==> config.mk <==
export PLATFORM = sky130hd
export DESIGN_NAME = ext_bus_master
export DESIGN_NICKNAME = d
export VERILOG_FILES = /design/src/hw/ext_bus_pkg.sv /design/src/hw/ack_sync.sv /design/src/hw/ext_bus_master.sv
export SDC_FILE = /design/constraint.sdc
export NUM_CORES = 1
export LEC_CHECK = 0
export BUFFER_PORTS_ARGS = -buffer_cell sky130_fd_sc_hd__buf_2
export CAP_MARGIN = 15
export CORE_MARGIN = 2
export CORE_UTILIZATION = 25
export CTS_BUF_LIST = sky130_fd_sc_hd__clkbuf_8
export DETAILED_ROUTE_END_ITERATION = 12
export GPL_TIMING_DRIVEN = 0
export PLACE_DENSITY = 0.49
export SYNTH_ARGS = -nofsm -noshare
export SYNTH_HDL_FRONTEND = slang
export SYNTH_SLANG_ARGS = --single-unit
==> constraint.sdc <==
create_clock -name clk -period 2.8 [get_ports clk]
set_input_delay 0.28 -clock clk [delete_from_list [all_inputs] [get_ports clk]]
set_output_delay 0.28 -clock clk [all_outputs]
set_load 0.05 [all_outputs]
==> src/hw/ext_bus_pkg.sv <==
// Package with the constants, types and state of the external bus master.
package ext_bus_pkg;
    localparam int ADDR_W = 28;
    localparam int DATA_W = 32;
    localparam logic [1:0] SIZE_LONG = 2'h0;
    localparam logic [1:0] SIZE_BYTE = 2'h1;
    localparam logic [1:0] SIZE_WORD = 2'h2;
    localparam logic [1:0] SIZE_LINE = 2'h3;
    localparam logic [1:0] PORT_8    = 2'h1;
    localparam logic [1:0] PORT_16   = 2'h2;
    localparam logic [1:0] PORT_32   = 2'h0;
    localparam logic [4:0] MAX_BEATS = 5'h10;
    localparam logic [4:0] ONE_BEAT  = 5'h01;

    typedef enum logic [1:0] {
        IDLE,
        START,
        WAIT_ACK
    } bus_state_t;

    // One request from the core: a whole operand.
    typedef struct packed {
        logic [ADDR_W-1:0] addr;
        logic [1:0]        opSize;
        logic [1:0]        portSize;
        logic              read;
        logic [1:0]        xferType;
        logic              code;
        logic              supervisor;
        logic              dram;
        logic [127:0]      wdata;
    } bus_req_t;

    // Pins that the master drives toward the slave.
    typedef struct packed {
        logic [ADDR_W-1:0] addr;
        logic [1:0]        xferType;
        logic [1:0]        xferSize;
        logic              accessAttr;
        logic              readNotWrite;
        logic              xferStart_n;
        logic [DATA_W-1:0] dataOut;
        logic              dataOe;
    } bus_pins_t;

    typedef struct packed {
        bus_state_t        state;
        bus_req_t          req;
        bus_pins_t         pins;
        logic [4:0]        beatsLeft;
        logic [127:0]      rdata;
        logic              done;
        logic              error;
        logic              asyncBeat;
    } bus_state_reg_t;
endpackage : ext_bus_pkg

==> src/hw/ack_sync.sv <==
// Two flip-flop synchroniser for the asynchronous acknowledge.
`timescale 1ns/1ps
`default_nettype none
module ack_sync (
    input  wire logic clk,
    input  wire logic sys_rst,
    input  wire logic asyncIn_n,
    output var  logic syncOut
);
    logic meta;
    // The first stage samples on the falling edge, so an acknowledge given before the middle of
    // the second clock is seen at the start of the third; only the second stage reads it.
    always_ff @(negedge clk) begin
        if (sys_rst) begin
            meta <= 1'b0;
        end else begin
            meta <= ~asyncIn_n;
        end
    end

    // The second stage hands the acknowledge to the rising-edge logic a half clock later.
    always_ff @(posedge clk) begin
        if (sys_rst) begin
            syncOut <= 1'b0;
        end else begin
            syncOut <= meta;
        end
    end
endmodule : ack_sync
`default_nettype wire

==> src/hw/ext_bus_master.sv <==
// External bus master with burst-inhibited beats and synchronous or asynchronous acknowledge.
// Summary of operation
// - First clock drives address, control, start strobe.
// - Size shows byte 1, word 2, constant.
// - Second clock drops start, shows privilege.
// - Read samples acknowledge, latches lane, waits.
// - Each beat but the last increments address, restarts strobe.
// - Transfer takes one to sixteen beats.
// - Write data driven from second clock.
// - Data bus released after each write beat.
// - Asynchronous acknowledge ends non-DRAM transfers.
// - Async acknowledge synchronised; error aborts transfer.
// - Async read data latched on synced edge.
// - Async write data held until recognised.
// - Early async acknowledge recognised by third clock.
// - Size shows beat width, never line.
// - No burst-inhibited transfers to DRAM.
`timescale 1ns/1ps
`default_nettype none
module ext_bus_master
    import ext_bus_pkg::*;
(
    input  wire logic                          clk,
    input  wire logic                          sys_rst,
    input  wire ext_bus_pkg::bus_req_t         req,
    input  wire logic                          reqValid,
    output logic                               reqReady,
    output var  logic [127:0]                  rdata,
    output var  logic                          done,
    output var  logic                          error,
    output var  ext_bus_pkg::bus_pins_t        pins,
    input  wire logic [ext_bus_pkg::DATA_W-1:0] dataIn,
    input  wire logic                          sync_ack_n,
    input  wire logic                          async_ack_n,
    input  wire logic                          xfer_error_n
);
    import ext_bus_pkg::*;

    bus_state_reg_t r;
    bus_state_reg_t next_r;
    logic asyncAck;
    logic beatAck;
    logic [1:0] beatSize;
    logic [4:0] beatCount;
    logic [DATA_W-1:0] beatData;

    ack_sync u_sync (
        .clk       (clk),
        .sys_rst   (sys_rst),
        .asyncIn_n (async_ack_n),
        .syncOut   (asyncAck)
    );

    assign reqReady = (r.state == IDLE);

    // Beat width is the port width when the operand is wider, else the operand size.
    always_comb begin
        beatSize  = SIZE_BYTE;
        beatCount = ONE_BEAT;
        unique case (req.portSize)
            PORT_8: begin
                beatSize  = SIZE_BYTE;
                beatCount = (req.opSize == SIZE_LINE) ? MAX_BEATS : (req.opSize == SIZE_LONG) ? 5'h04 :
                            (req.opSize == SIZE_WORD) ? 5'h02 : ONE_BEAT;
            end
            PORT_16: begin
                beatSize  = (req.opSize == SIZE_BYTE) ? SIZE_BYTE : SIZE_WORD;
                beatCount = (req.opSize == SIZE_LINE) ? 5'h08 : (req.opSize == SIZE_LONG) ? 5'h02 : ONE_BEAT;
            end
            default: begin
                beatSize  = (req.opSize == SIZE_LINE) ? SIZE_LONG : req.opSize;
                beatCount = (req.opSize == SIZE_LINE) ? 5'h04 : ONE_BEAT;
            end
        endcase
    end

    // A beat ends on the first sample of either acknowledge; async is not taken for DRAM.
    assign beatAck = (r.state == WAIT_ACK) && (~sync_ack_n || (asyncAck && !r.req.dram));

    // Next write word comes from the top of the remaining operand, placed on the active lanes.
    assign beatData = r.req.wdata[127 -: DATA_W];

    always_comb begin
        next_r = r;
        next_r.done  = 1'b0;
        next_r.error = 1'b0;
        unique case (r.state)
            IDLE: begin
                next_r.pins.dataOe = 1'b0;
                if (reqValid && !req.dram) begin
                    next_r.state = START;
                    next_r.req   = req;
                    next_r.beatsLeft = beatCount;
                    next_r.pins.addr = req.addr;
                    next_r.pins.xferType = req.xferType;
                    next_r.pins.xferSize = beatSize;
                    next_r.pins.readNotWrite = req.read;
                    next_r.pins.accessAttr = req.code;
                    next_r.pins.xferStart_n = 1'b0;
                end
            end
            START: begin
                next_r.state = WAIT_ACK;
                next_r.pins.xferStart_n = 1'b0 ^ 1'b1;
                next_r.pins.accessAttr  = r.req.supervisor;
                if (!r.req.read) begin
                    next_r.pins.dataOut = beatData;
                    next_r.pins.dataOe  = 1'b1;
                end
            end
            WAIT_ACK: begin
                if (!xfer_error_n) begin
                    next_r.state = IDLE;
                    next_r.error = 1'b1;
                    next_r.done  = 1'b1;
                    next_r.pins.dataOe = 1'b0;
                end else if (beatAck) begin
                    if (r.req.read) begin
                        unique case (r.pins.xferSize)
                            SIZE_BYTE: next_r.rdata = {r.rdata[119:0], dataIn[31:24]};
                            SIZE_WORD: next_r.rdata = {r.rdata[111:0], dataIn[31:16]};
                            default:   next_r.rdata = {r.rdata[95:0], dataIn};
                        endcase
                    end
                    unique case (r.pins.xferSize)
                        SIZE_BYTE: next_r.req.wdata = {r.req.wdata[119:0], 8'h00};
                        SIZE_WORD: next_r.req.wdata = {r.req.wdata[111:0], 16'h0000};
                        default:   next_r.req.wdata = {r.req.wdata[95:0], 32'h00000000};
                    endcase
                    next_r.beatsLeft = r.beatsLeft - ONE_BEAT;
                    next_r.pins.dataOe = 1'b0;
                    if (r.beatsLeft == ONE_BEAT) begin
                        next_r.state = IDLE;
                        next_r.done  = 1'b1;
                    end else begin
                        next_r.state = START;
                        next_r.pins.xferStart_n = 1'b0;
                        next_r.pins.accessAttr = r.req.code;
                        unique case (r.pins.xferSize)
                            SIZE_BYTE: next_r.pins.addr = r.pins.addr + 28'h0000001;
                            SIZE_WORD: next_r.pins.addr = r.pins.addr + 28'h0000002;
                            default:   next_r.pins.addr = r.pins.addr + 28'h0000004;
                        endcase
                    end
                end
            end
            default: next_r.state = IDLE;
        endcase
    end

    // Whole state in one register; reset parks the bus with start negated.
    always_ff @(posedge clk) begin
        if (sys_rst) begin
            r <= '0;
            r.state <= IDLE;
            r.pins.xferStart_n <= 1'b1;
            r.pins.readNotWrite <= 1'b1;
        end else begin
            r <= next_r;
        end
    end

    assign pins  = r.pins;
    assign rdata = r.rdata;
    assign done  = r.done;
    assign error = r.error;

    chk_start_one_clock: assert property (@(posedge clk) disable iff (sys_rst)
        !pins.xferStart_n |=> pins.xferStart_n) else $error("start strobe held two clocks");
    chk_size_never_line: assert property (@(posedge clk) disable iff (sys_rst)
        r.state != IDLE |-> pins.xferSize != SIZE_LINE) else $error("line size shown");
    chk_size_stable: assert property (@(posedge clk) disable iff (sys_rst)
        r.state == WAIT_ACK && beatAck && !done |=> $stable(pins.xferSize) && $stable(pins.readNotWrite))
        else $error("size or direction changed between beats");
    chk_write_release: assert property (@(posedge clk) disable iff (sys_rst)
        beatAck && xfer_error_n |=> !pins.dataOe) else $error("data bus not released");
    chk_write_drive: assert property (@(posedge clk) disable iff (sys_rst)
        r.state == START && !r.req.read |=> pins.dataOe) else $error("write data not driven");
    chk_error_ends: assert property (@(posedge clk) disable iff (sys_rst)
        r.state == WAIT_ACK && !xfer_error_n |=> error && r.state == IDLE) else $error("error did not end");
    chk_idle_ignore: assert property (@(posedge clk) disable iff (sys_rst)
        r.state == IDLE && !reqValid |=> r.state == IDLE && !done) else $error("idle acknowledge taken");
    chk_beat_count: assert property (@(posedge clk) disable iff (sys_rst)
        r.beatsLeft <= MAX_BEATS) else $error("beat count too large");
    chk_dir_first: assert property (@(posedge clk) disable iff (sys_rst)
        r.state == IDLE && reqValid && !req.dram |=> !pins.xferStart_n && pins.readNotWrite == $past(req.read))
        else $error("first clock wrong");

    cov_sync_read: cover property (@(posedge clk) r.req.read && beatAck && !sync_ack_n && done == 1'b0);
    cov_async_write: cover property (@(posedge clk) !r.req.read && beatAck && asyncAck);
    cov_error: cover property (@(posedge clk) error);
endmodule : ext_bus_master
`default_nettype wire

=== Word-level counts from Yosys, hierarchy flattened ===
Index checks and enable logic that the tools add are counted.

* Bits in registers: 371
* Output and inout port bits: 199
* Logic and storage cells: 107

* Add/subtract/negate cells: 4
* Eq/ne operators: 16
* Muxes and demuxes: 41
* Bitwise operators: 4
* Reductions and logical operators: 19

{| class="wikitable"
|+ Operators by type and width
! cell !! number
|-
| $pmux 128 s2 || 2
|-
| $mux 156 || 2
|-
| $pmux 156 s2 || 1
|-
| $mux 203 || 1
|-
| $mux 135 || 1
|-
| $mux 133 || 1
|-
| $mux 128 || 1
|-
| $pmux 28 s2 || 1
|-
| $add 28x1->28 const B || 1
|-
| $add 28x2->28 const B || 1
|-
| $add 28x3->28 const B || 1
|-
| $mux 28 || 1
|-
| $pmux 5 s2 || 2
|-
| $mux 1 || 12
|-
| $mux 2 || 6
|-
| $eq 2x2->1 const B || 5
|-
| $mux 5 || 2
|-
| $reduce_and 5->1 || 2
|-
| $pmux 1 s3 || 3
|-
| $eq 2x1->1 const B || 4
|-
| $ne 2x2->1 const B || 4
|-
| $reduce_and 4->1 || 2
|-
| $mux 3 || 2
|-
| $pmux 2 s3 || 1
|-
| 16 further kinds || 25
|}

=== Depth between registers and ports, before layout ===
Gate-level depths: netlist of the first run.

* Depth after elaboration: 7
* Gate-level depth with buffers: 12
* Depth with buffers taken out: 8

=== Modules after synthesis ===
A second synthesis of the first run with hierarchy kept.

* Cell total of the unflattened synthesis: 2,711
* Area total of the unflattened synthesis: 20,148.1 um^2

{| class="wikitable"
|+ By module, submodules not included
! module !! instances !! cells each !! area an instance (um^2) !! seq. area each (um^2)
|-
| ext_bus_master || 1 || 2,706 || 20,094.3 || 6,746.5
|-
| ack_sync || 1 || 5 || 53.8 || 40.0
|}

==> results of run 1 <==
cell type report:
class                   count  share of cell area [%]
repair buffers            558                    13.2
diodes                      5                  0.0463
clock buffers              93                    4.74
multi-input cells        2029                    40.7
inverters                  20                   0.278
flip-flops and latches    339                    25.1
plain buffers             468                    10.2
well taps                1070                    4.95
clock inverters            32                   0.704
how the worst max path moves through the flow:
| stage | slack [ns] | endpoint | depth (start not counted) | from |
|---|---|---|---|---|
| final | 0.03 | pins[48] | 6 | pins[40] |
| after global routing | -0.009 | rdata[26] | 10 | pins[36] |
| after CTS | 0.0002 | pins[64] | 7 | pins[40] |
| after detailed placement | -1.26 | u_sync.meta | 4 | sys_rst |
| after global placement | -1.25 | u_sync.meta | 4 | sys_rst |
| after floorplan | 0.13 | u_sync.meta | 4 | sys_rst |
stage by stage:
stage	hold WS [ns]	instances	area (µm²)	utilization (%)	power, mW
2_1_floorplan	0.397	2858	20600	-	6.63
5_1_grt	0.0310	4611	27000	33.1	13.8
3_3_place_gp	0.441	4328	23900	29.2	7.64
6_report	0.0356	4614	27000	33.1	13.4
4_1_cts	0.000819	4608	27000	33.0	13.4
3_5_place_dp	0.444	4328	23900	29.2	7.64
registers in the layout, summed over array words and instances (netlist names):
register and flops:
rdata 128, r 107, pins 68, beatData 32, done 1, error 1, u_sync.meta 1, u_sync.syncOut 1
kinds of logic after synthesis:
logic type	count (synthesis)	share of synthesized area (%)
AO/OA/AOI/OAI	939	29.5
XOR/XNOR	12	0.511
adder cells (fa/ha/maj)	21	1.28
buffers and inverters	490	13.5
flip-flops	339	33.0
multiplexers	6	0.292
AND/OR/NAND/NOR	1051	21.9
repair_timing:
| action | CTS | global route |
|---|---|---|
| hold buffers | 156 | 0 |
| endpoints found under the hold margin | 158 | 0 |
| setup endpoints to repair | 261 | 189 |
| resized for setup | 22 | 66 |
| setup buffers | 0 | 2 |
per-layer routing:
layer | wire length [µm] | vias up | GRT usage [%] | part of all wire [%]
li1 | - | 11300 | - | -
met1 | 44500 | 11600 | 31.0 | 41
met2 | 50800 | 1178 | 41.6 | 47
met3 | 8890 | 270 | 5.02 | 8.2
met4 | 4390 | 6 | 10.1 | 4.0
met5 | 39 | - | 0 | 0.036
power by group through the flow:
| stage | Combinational, mW | Clock [mW] | Sequential [mW] |
|---|---|---|---|
| after detailed placement | 2.29 | 0.00447 | 5.35 |
| after global placement | 2.29 | 0.00447 | 5.35 |
| final | 2.51 | 5.59 | 5.26 |
| after global routing | 2.70 | 5.88 | 5.27 |
| after CTS | 2.47 | 5.68 | 5.25 |
| after floorplan | 1.40 | 0.00447 | 5.22 |
cell usage in the layout, fill, tap and decap left out, types with 128 or more instances in the layout:
| master | count |
|---|---|
| sky130_fd_sc_hd__clkbuf_1 | 146 |
| sky130_fd_sc_hd__dfxtp_1 | 339 |
| sky130_fd_sc_hd__a21oi_1 | 352 |
| sky130_fd_sc_hd__buf_2 | 437 |
| sky130_fd_sc_hd__o21ai_0 | 128 |
| sky130_fd_sc_hd__dlygate4sd3_1 | 156 |
| sky130_fd_sc_hd__nand2_1 | 253 |
| sky130_fd_sc_hd__a22oi_1 | 249 |
| sky130_fd_sc_hd__nor2_1 | 559 |
| sky130_fd_sc_hd__buf_4 | 211 |
critical path: stages, from the launching register on:
cell and delay [ns]:
sky130_fd_sc_hd__dfxtp_1 0.59, sky130_fd_sc_hd__ha_1 0.40, sky130_fd_sc_hd__and3_1 0.22, sky130_fd_sc_hd__o21ai_0 0.23
sky130_fd_sc_hd__o21ai_0 0.54, sky130_fd_sc_hd__mux2i_1 0.25, sky130_fd_sc_hd__a2111oi_0 0.42
==> metrics.log, run 1 <==
[metrics] routed wire length per instance: 23.5 µm
[metrics] clock tree from TritonCTS: yes
[metrics] Worst Slack Setup Final: 0.0306 ns
[metrics] Internal Power: 8.88 mW
[metrics] final HPWL from detailed placement: 82.5 mm
[metrics] mean instance size in the synthesized netlist: 7.19 µm²
[metrics] Setup TNS Final: 0 ns
[metrics] minimum clock period after layout: 2.77 ns
[metrics] number of cells traversed by the worst hold path: 5
[metrics] 1st-iter DRT viols: 2207
[metrics] Routability Congestion: 0.947
[metrics] vias per std cell: 5.28
[metrics] depth of the worst register-to-register path: 6
[metrics] Synth async-reset ratio: 0%
[metrics] power per cell area: 494 nW/µm²
[metrics] maximum VDD drop: 0.260 mV
[metrics] RR Endpoint: pins[48]
[metrics] global-route usage over all layers: 24.8%
[metrics] clock transition time at the flip-flop clock pins of the worst setup and hold paths: 0.06 ns
[metrics] synthesized cell area: 20600 µm²
[metrics] number of enable-type register cells in the synthesized netlist: 0
[metrics] outcome: finished, final reports clean
[metrics] maximum buffer depth of the clock tree: 3
[metrics] flop2flop setup slack: 0.03 ns
[metrics] register area: 6790 µm²
[metrics] unrepaired setup endpoints after global routing: true
[metrics] number of unique standard cell types used by synthesis: 78
[metrics] most common library cells after synthesis: sky130_fd_sc_hd__nor2_1, sky130_fd_sc_hd__a21oi_1, sky130_fd_sc_hd__dfxtp_1, sky130_fd_sc_hd__nand2_1, sky130_fd_sc_hd__a22oi_1
[metrics] share of power burned in registers: 39.3%
[metrics] placeable core region: 81700 µm²
[metrics] gate count after technology mapping: 2858
[metrics] leakage power summed over all cells: 10.7 nW
[metrics] most instantiated library cell after synthesis: sky130_fd_sc_hd__nor2_1
[metrics] Sink Count: 339
[metrics] multi-input gate area in the final layout: 11000 µm²
[metrics] top-level port count: 403
[metrics] final routed wirelength across all metal layers: 109 mm
[metrics] critical path startpoint category: flip-flop
[metrics] Syn Nets: 3083
[metrics] Final Max Slew Viols: 0
[metrics] most used flip-flop cell after synthesis: sky130_fd_sc_hd__dfxtp_1
[metrics] number of antenna violations at the first check in global routing: 6
[metrics] Setup crit end kind: flip-flop
[metrics] part of the total power dissipated in combinational logic: 18.8%
[metrics] switching part of the total power: 33.5%
[metrics] portion of synthesized cell area occupied by the leading cell type: 33.0%
[metrics] hold path start: dataIn[19]
[metrics] pre-CTS worst setup slack: -1.26 ns
[metrics] # H-tree levels: 3
[metrics] switching power: 4.48 mW
[metrics] maximum number of pins on one net before global-route repair: 11
[metrics] Hold Vio Cnt, Final: 0
[metrics] kind of critical path: reg -> reg
[metrics] # rows: 105
[metrics] final period utilization: 98.9%
[metrics] DRC: 0
[metrics] DIE AREA: 84600 µm²
[metrics] Slew HR: 25.3%
[metrics] initial core utilization: 25.2%
[metrics] number of nets in the final layout: 3713
[metrics] sum of overflow across all layers after global routing: 0
[metrics] WP data required: 3.35 ns
[metrics] max-cap violation count: 0
[metrics] P&R area growth vs syn: 31.5%
[metrics] Fin Clk Skew: 0.0608 ns
[metrics] layout cell share with drive strength beyond 1: 23.8%
[metrics] worst-margin pin slew: 1.12 ns
[metrics] end point of the most critical hold path: rdata[19]
[metrics] floorplan die width: 291 µm
[metrics] Clock power frac: 41.8%
[metrics] total number of vias: 24400
[metrics] number of global-route vias before repair: 24000
[metrics] wire length of the first global-routing pass: 158 mm
[metrics] reg-to-reg critical path startpoint: pins[40]
[metrics] #FFs+latches synth: 339
[metrics] worst hold path type: in -> reg
[metrics] Num CTS Buffers: 71
[metrics] post-synth top area cell: sky130_fd_sc_hd__dfxtp_1
[metrics] largest cells by area after synthesis: sky130_fd_sc_hd__dfxtp_1, sky130_fd_sc_hd__nor2_1, sky130_fd_sc_hd__a22oi_1
[metrics] Ys Warns: 0
[metrics] FMAX: 361 MHz
[metrics] crit-path max FO: 9
[metrics] arrival time at the worst endpoint: 3.32 ns
[metrics] first-pass iteration count of the detailed router: 6
[metrics] die height: 291 µm
[metrics] count of buffers from port buffering: 400
[metrics] Filler cells: 9118
[metrics] cell at the root of the clock tree: sky130_fd_sc_hd__clkbuf_8
[metrics] sequential fraction of the synthesis area: 33.0%
[metrics] source-to-sink clock delay at the later pin of the worst-skew pair: 0.68 ns
[metrics] Detail Route Antenna Nets: 0
[metrics] final-report setup violation count: 0
(Power assumes the default switching activity.)
==> inputs of run 2 (changes only) <==
REMOVE_ABC_BUFFERS = 1   (was unset)
==> metrics.log, run 2 (same netlist as run 1, synthesis figures left out) <==
[metrics] depth of the worst register-to-register path: 7 (+1)
[metrics] most frequent standard cell in the layout excluding fill and tap cells: sky130_fd_sc_hd__nor2_1
[metrics] maximum number of pins on one net before global-route repair: 130 (+119)
[metrics] DRC: 0 (unchanged)
[metrics] placeable core region: 81700 µm² (unchanged)
[metrics] most frequent cells in the layout: sky130_fd_sc_hd__nor2_1, sky130_fd_sc_hd__buf_2, sky130_fd_sc_hd__a21oi_1, sky130_fd_sc_hd__dfxtp_1, sky130_fd_sc_hd__nand2_1
[metrics] register area: 6790 µm² (about the same)
[metrics] Fin Clk Skew: 0.0339 ns (-0.0268 ns)
[metrics] sum of overflow across all layers after global routing: 0 (unchanged)
[metrics] Setup crit end kind: flip-flop
[metrics] vias per std cell: 5.13 (-2.9%)
[metrics] Hold Vio Cnt, Final: 0 (unchanged)
[metrics] Final Max Slew Viols: 0 (unchanged)
[metrics] worst hold slack: 0.0700 ns (+0.0343 ns)
[metrics] floorplan die width: 291 µm (unchanged)
[metrics] multi-input gate area in the final layout: 11100 µm² (+1.0%)
[metrics] layout cell share with drive strength beyond 1: 19.4% (-4.4 points)
[metrics] number of nets in the final layout: 3350 (-9.8%)
[metrics] Filler cells: 8841 (-3.0%)
[metrics] source-to-sink clock delay at the later pin of the worst-skew pair: 0.66 ns (-0.02 ns)
[metrics] power per cell area: 503 nW/µm² (+1.7%)
[metrics] final HPWL from detailed placement: 50.9 mm (-38%)
[metrics] final-report setup violation count: 0 (unchanged)
[metrics] Setup TNS Final: 0 ns (unchanged)
[metrics] clock tree from TritonCTS: yes
[metrics] # rows: 105 (unchanged)
[metrics] worst hold path type: in -> reg
[metrics] P&R area growth vs syn: 27.3%
[metrics] number of global-route vias before repair: 20500 (-15%)
[metrics] # H-tree levels: 3 (unchanged)
[metrics] initial core utilization: 25.2% (unchanged)
[metrics] die height: 291 µm (unchanged)
[metrics] clock transition time at the flip-flop clock pins of the worst setup and hold paths: 0.06 ns (about the same)
[metrics] maximum buffer depth of the clock tree: 3 (unchanged)
[metrics] final routed wirelength across all metal layers: 81.8 mm (-25%)
[metrics] arrival time at the worst endpoint: 3.18 ns (-0.14 ns)
[metrics] Num CTS Buffers: 74 (+4.2%)
[metrics] FMAX: 374 MHz (+3.6%)
[metrics] global-route usage over all layers: 18.3% (-6.5 points)
[metrics] Sink Count: 339 (unchanged)
[metrics] minimum clock period after layout: 2.67 ns (-0.0967 ns)
[metrics] worst-margin pin slew: 0.875 ns (-0.246 ns)
[metrics] Worst Slack Setup Final: 0.127 ns (+0.0967 ns)
[metrics] Max stage delay cell, worst path: sky130_fd_sc_hd__dfxtp_1
[metrics] kind of critical path: reg -> reg
[metrics] Slew HR: 41.6% (+16 points)
[metrics] count of buffers from port buffering: 402 (+0.50%)
[metrics] leakage power summed over all cells: 9.77 nW (-8.3%)
[metrics] Routability Congestion: 0.847 (-11%)
[metrics] total number of vias: 21800 (-10%)
[metrics] critical path cell sequence: ha_1 > nand2_1 > o21ai_0 > a21boi_0 > inv_1 > a221oi_1 > o22ai_1
[metrics] first-pass iteration count of the detailed router: 6 (unchanged)
[metrics] delay of the slowest cell on the worst path: 0.62 ns (+0.03 ns)
[metrics] unrepaired setup endpoints after global routing: false
[metrics] number of antenna violations at the first check in global routing: 15 (+9)
[metrics] critical path startpoint category: flip-flop
[metrics] maximum VDD drop: 0.285 mV (+9.6%)
[metrics] number of cells traversed by the worst hold path: 2 (-3)
[metrics] wire length of the first global-routing pass: 125 mm (-21%)
[metrics] crit-path max FO: 10 (+1)
[metrics] flop2flop setup slack: 0.13 ns (+0.10 ns)
[metrics] max reg flops: 128 (unchanged)
[metrics] top-level port count: 403 (unchanged)
[metrics] cell at the root of the clock tree: sky130_fd_sc_hd__clkbuf_8
[metrics] final period utilization: 95.5% (-3.5 points)
[metrics] Finished Core Util: 32.0% (-1.1 points)
[metrics] 1st-iter DRT viols: 1658 (-25%)
[metrics] max-cap violation count: 0 (unchanged)
[metrics] WP data required: 3.30 ns (-0.05 ns)
[metrics] Detail Route Antenna Nets: 0 (unchanged)
[metrics] routed wire length per instance: 19.2 µm (-18%)
[metrics] DIE AREA: 84600 µm² (unchanged)
[metrics] pre-CTS worst setup slack: -1.29 ns (-0.0219 ns)
[metrics] outcome: finished, final reports clean
## run 2: cell type report
class | instances | area share [%]
Multi-Input combinational cell | 2031 | 42.5
Tap cell | 1070 | 5.12
Clock buffer | 89 | 4.68
Clock inverter | 42 | 0.999
Inverter | 20 | 0.287
Sequential cell | 339 | 25.9
Antenna cell | 11 | 0.105
Timing Repair Buffer | 658 | 20.4
## run 2: power breakdown
part           switching (mW)  total (mW)  leakage [nW]  internal (mW)
Sequential              0.237        5.24          2.76           5.00
Combinational            1.44        2.33          6.14          0.885
Clock                    2.52        5.59         0.873           3.07
## run 2: repair_timing
action	4_1_cts	5_1_grt
gates cloned	4	5
pin swaps	6	2
hold buffers	185	0
resized for setup	8	7
endpoints found under the hold margin	187	0
setup buffers	11	10
setup endpoints to repair	215	84
## run 2: layer usage
| layer | share of wire [%] | up-vias | GRT usage, % |
|---|---|---|---|
| met2 | 46 | 723 | 28.8 |
| met3 | 6.1 | 135 | 3.34 |
| met5 | 0.087 | - | 0 |
| li1 | - | 10600 | - |
| met1 | 46 | 10400 | 25.0 |
| met4 | 2.6 | 12 | 6.19 |
## run 2: final timing paths
kind | end | startpoint
hold / removal | rdata[94] | sys_rst
setup reg to reg | pins[64] | pins[41]
hold reg to reg | pins[27] | pins[27]
setup / recovery | pins[64] | pins[41]
## run 2: worst max-delay path: cells and delay by family, from the launching register on
kind	cells	cell delay [ns]
buffers and inverters	1	0.08
adder cells (fa/ha/maj)	1	0.50
AND/OR/NAND/NOR	1	0.17
AO/OA/AOI/OAI	4	1.15
flip-flops	1	0.62
## run 2: stage by stage
stage          power (mW)  instances  instance area, µm²
2_1_floorplan        6.45       2389               17900
3_3_place_gp         7.26       3861               21200
3_5_place_dp         7.31       3909               22400
4_1_cts              13.3       4234               25900
5_1_grt              13.8       4255               26200
6_report             13.2       4260               26200
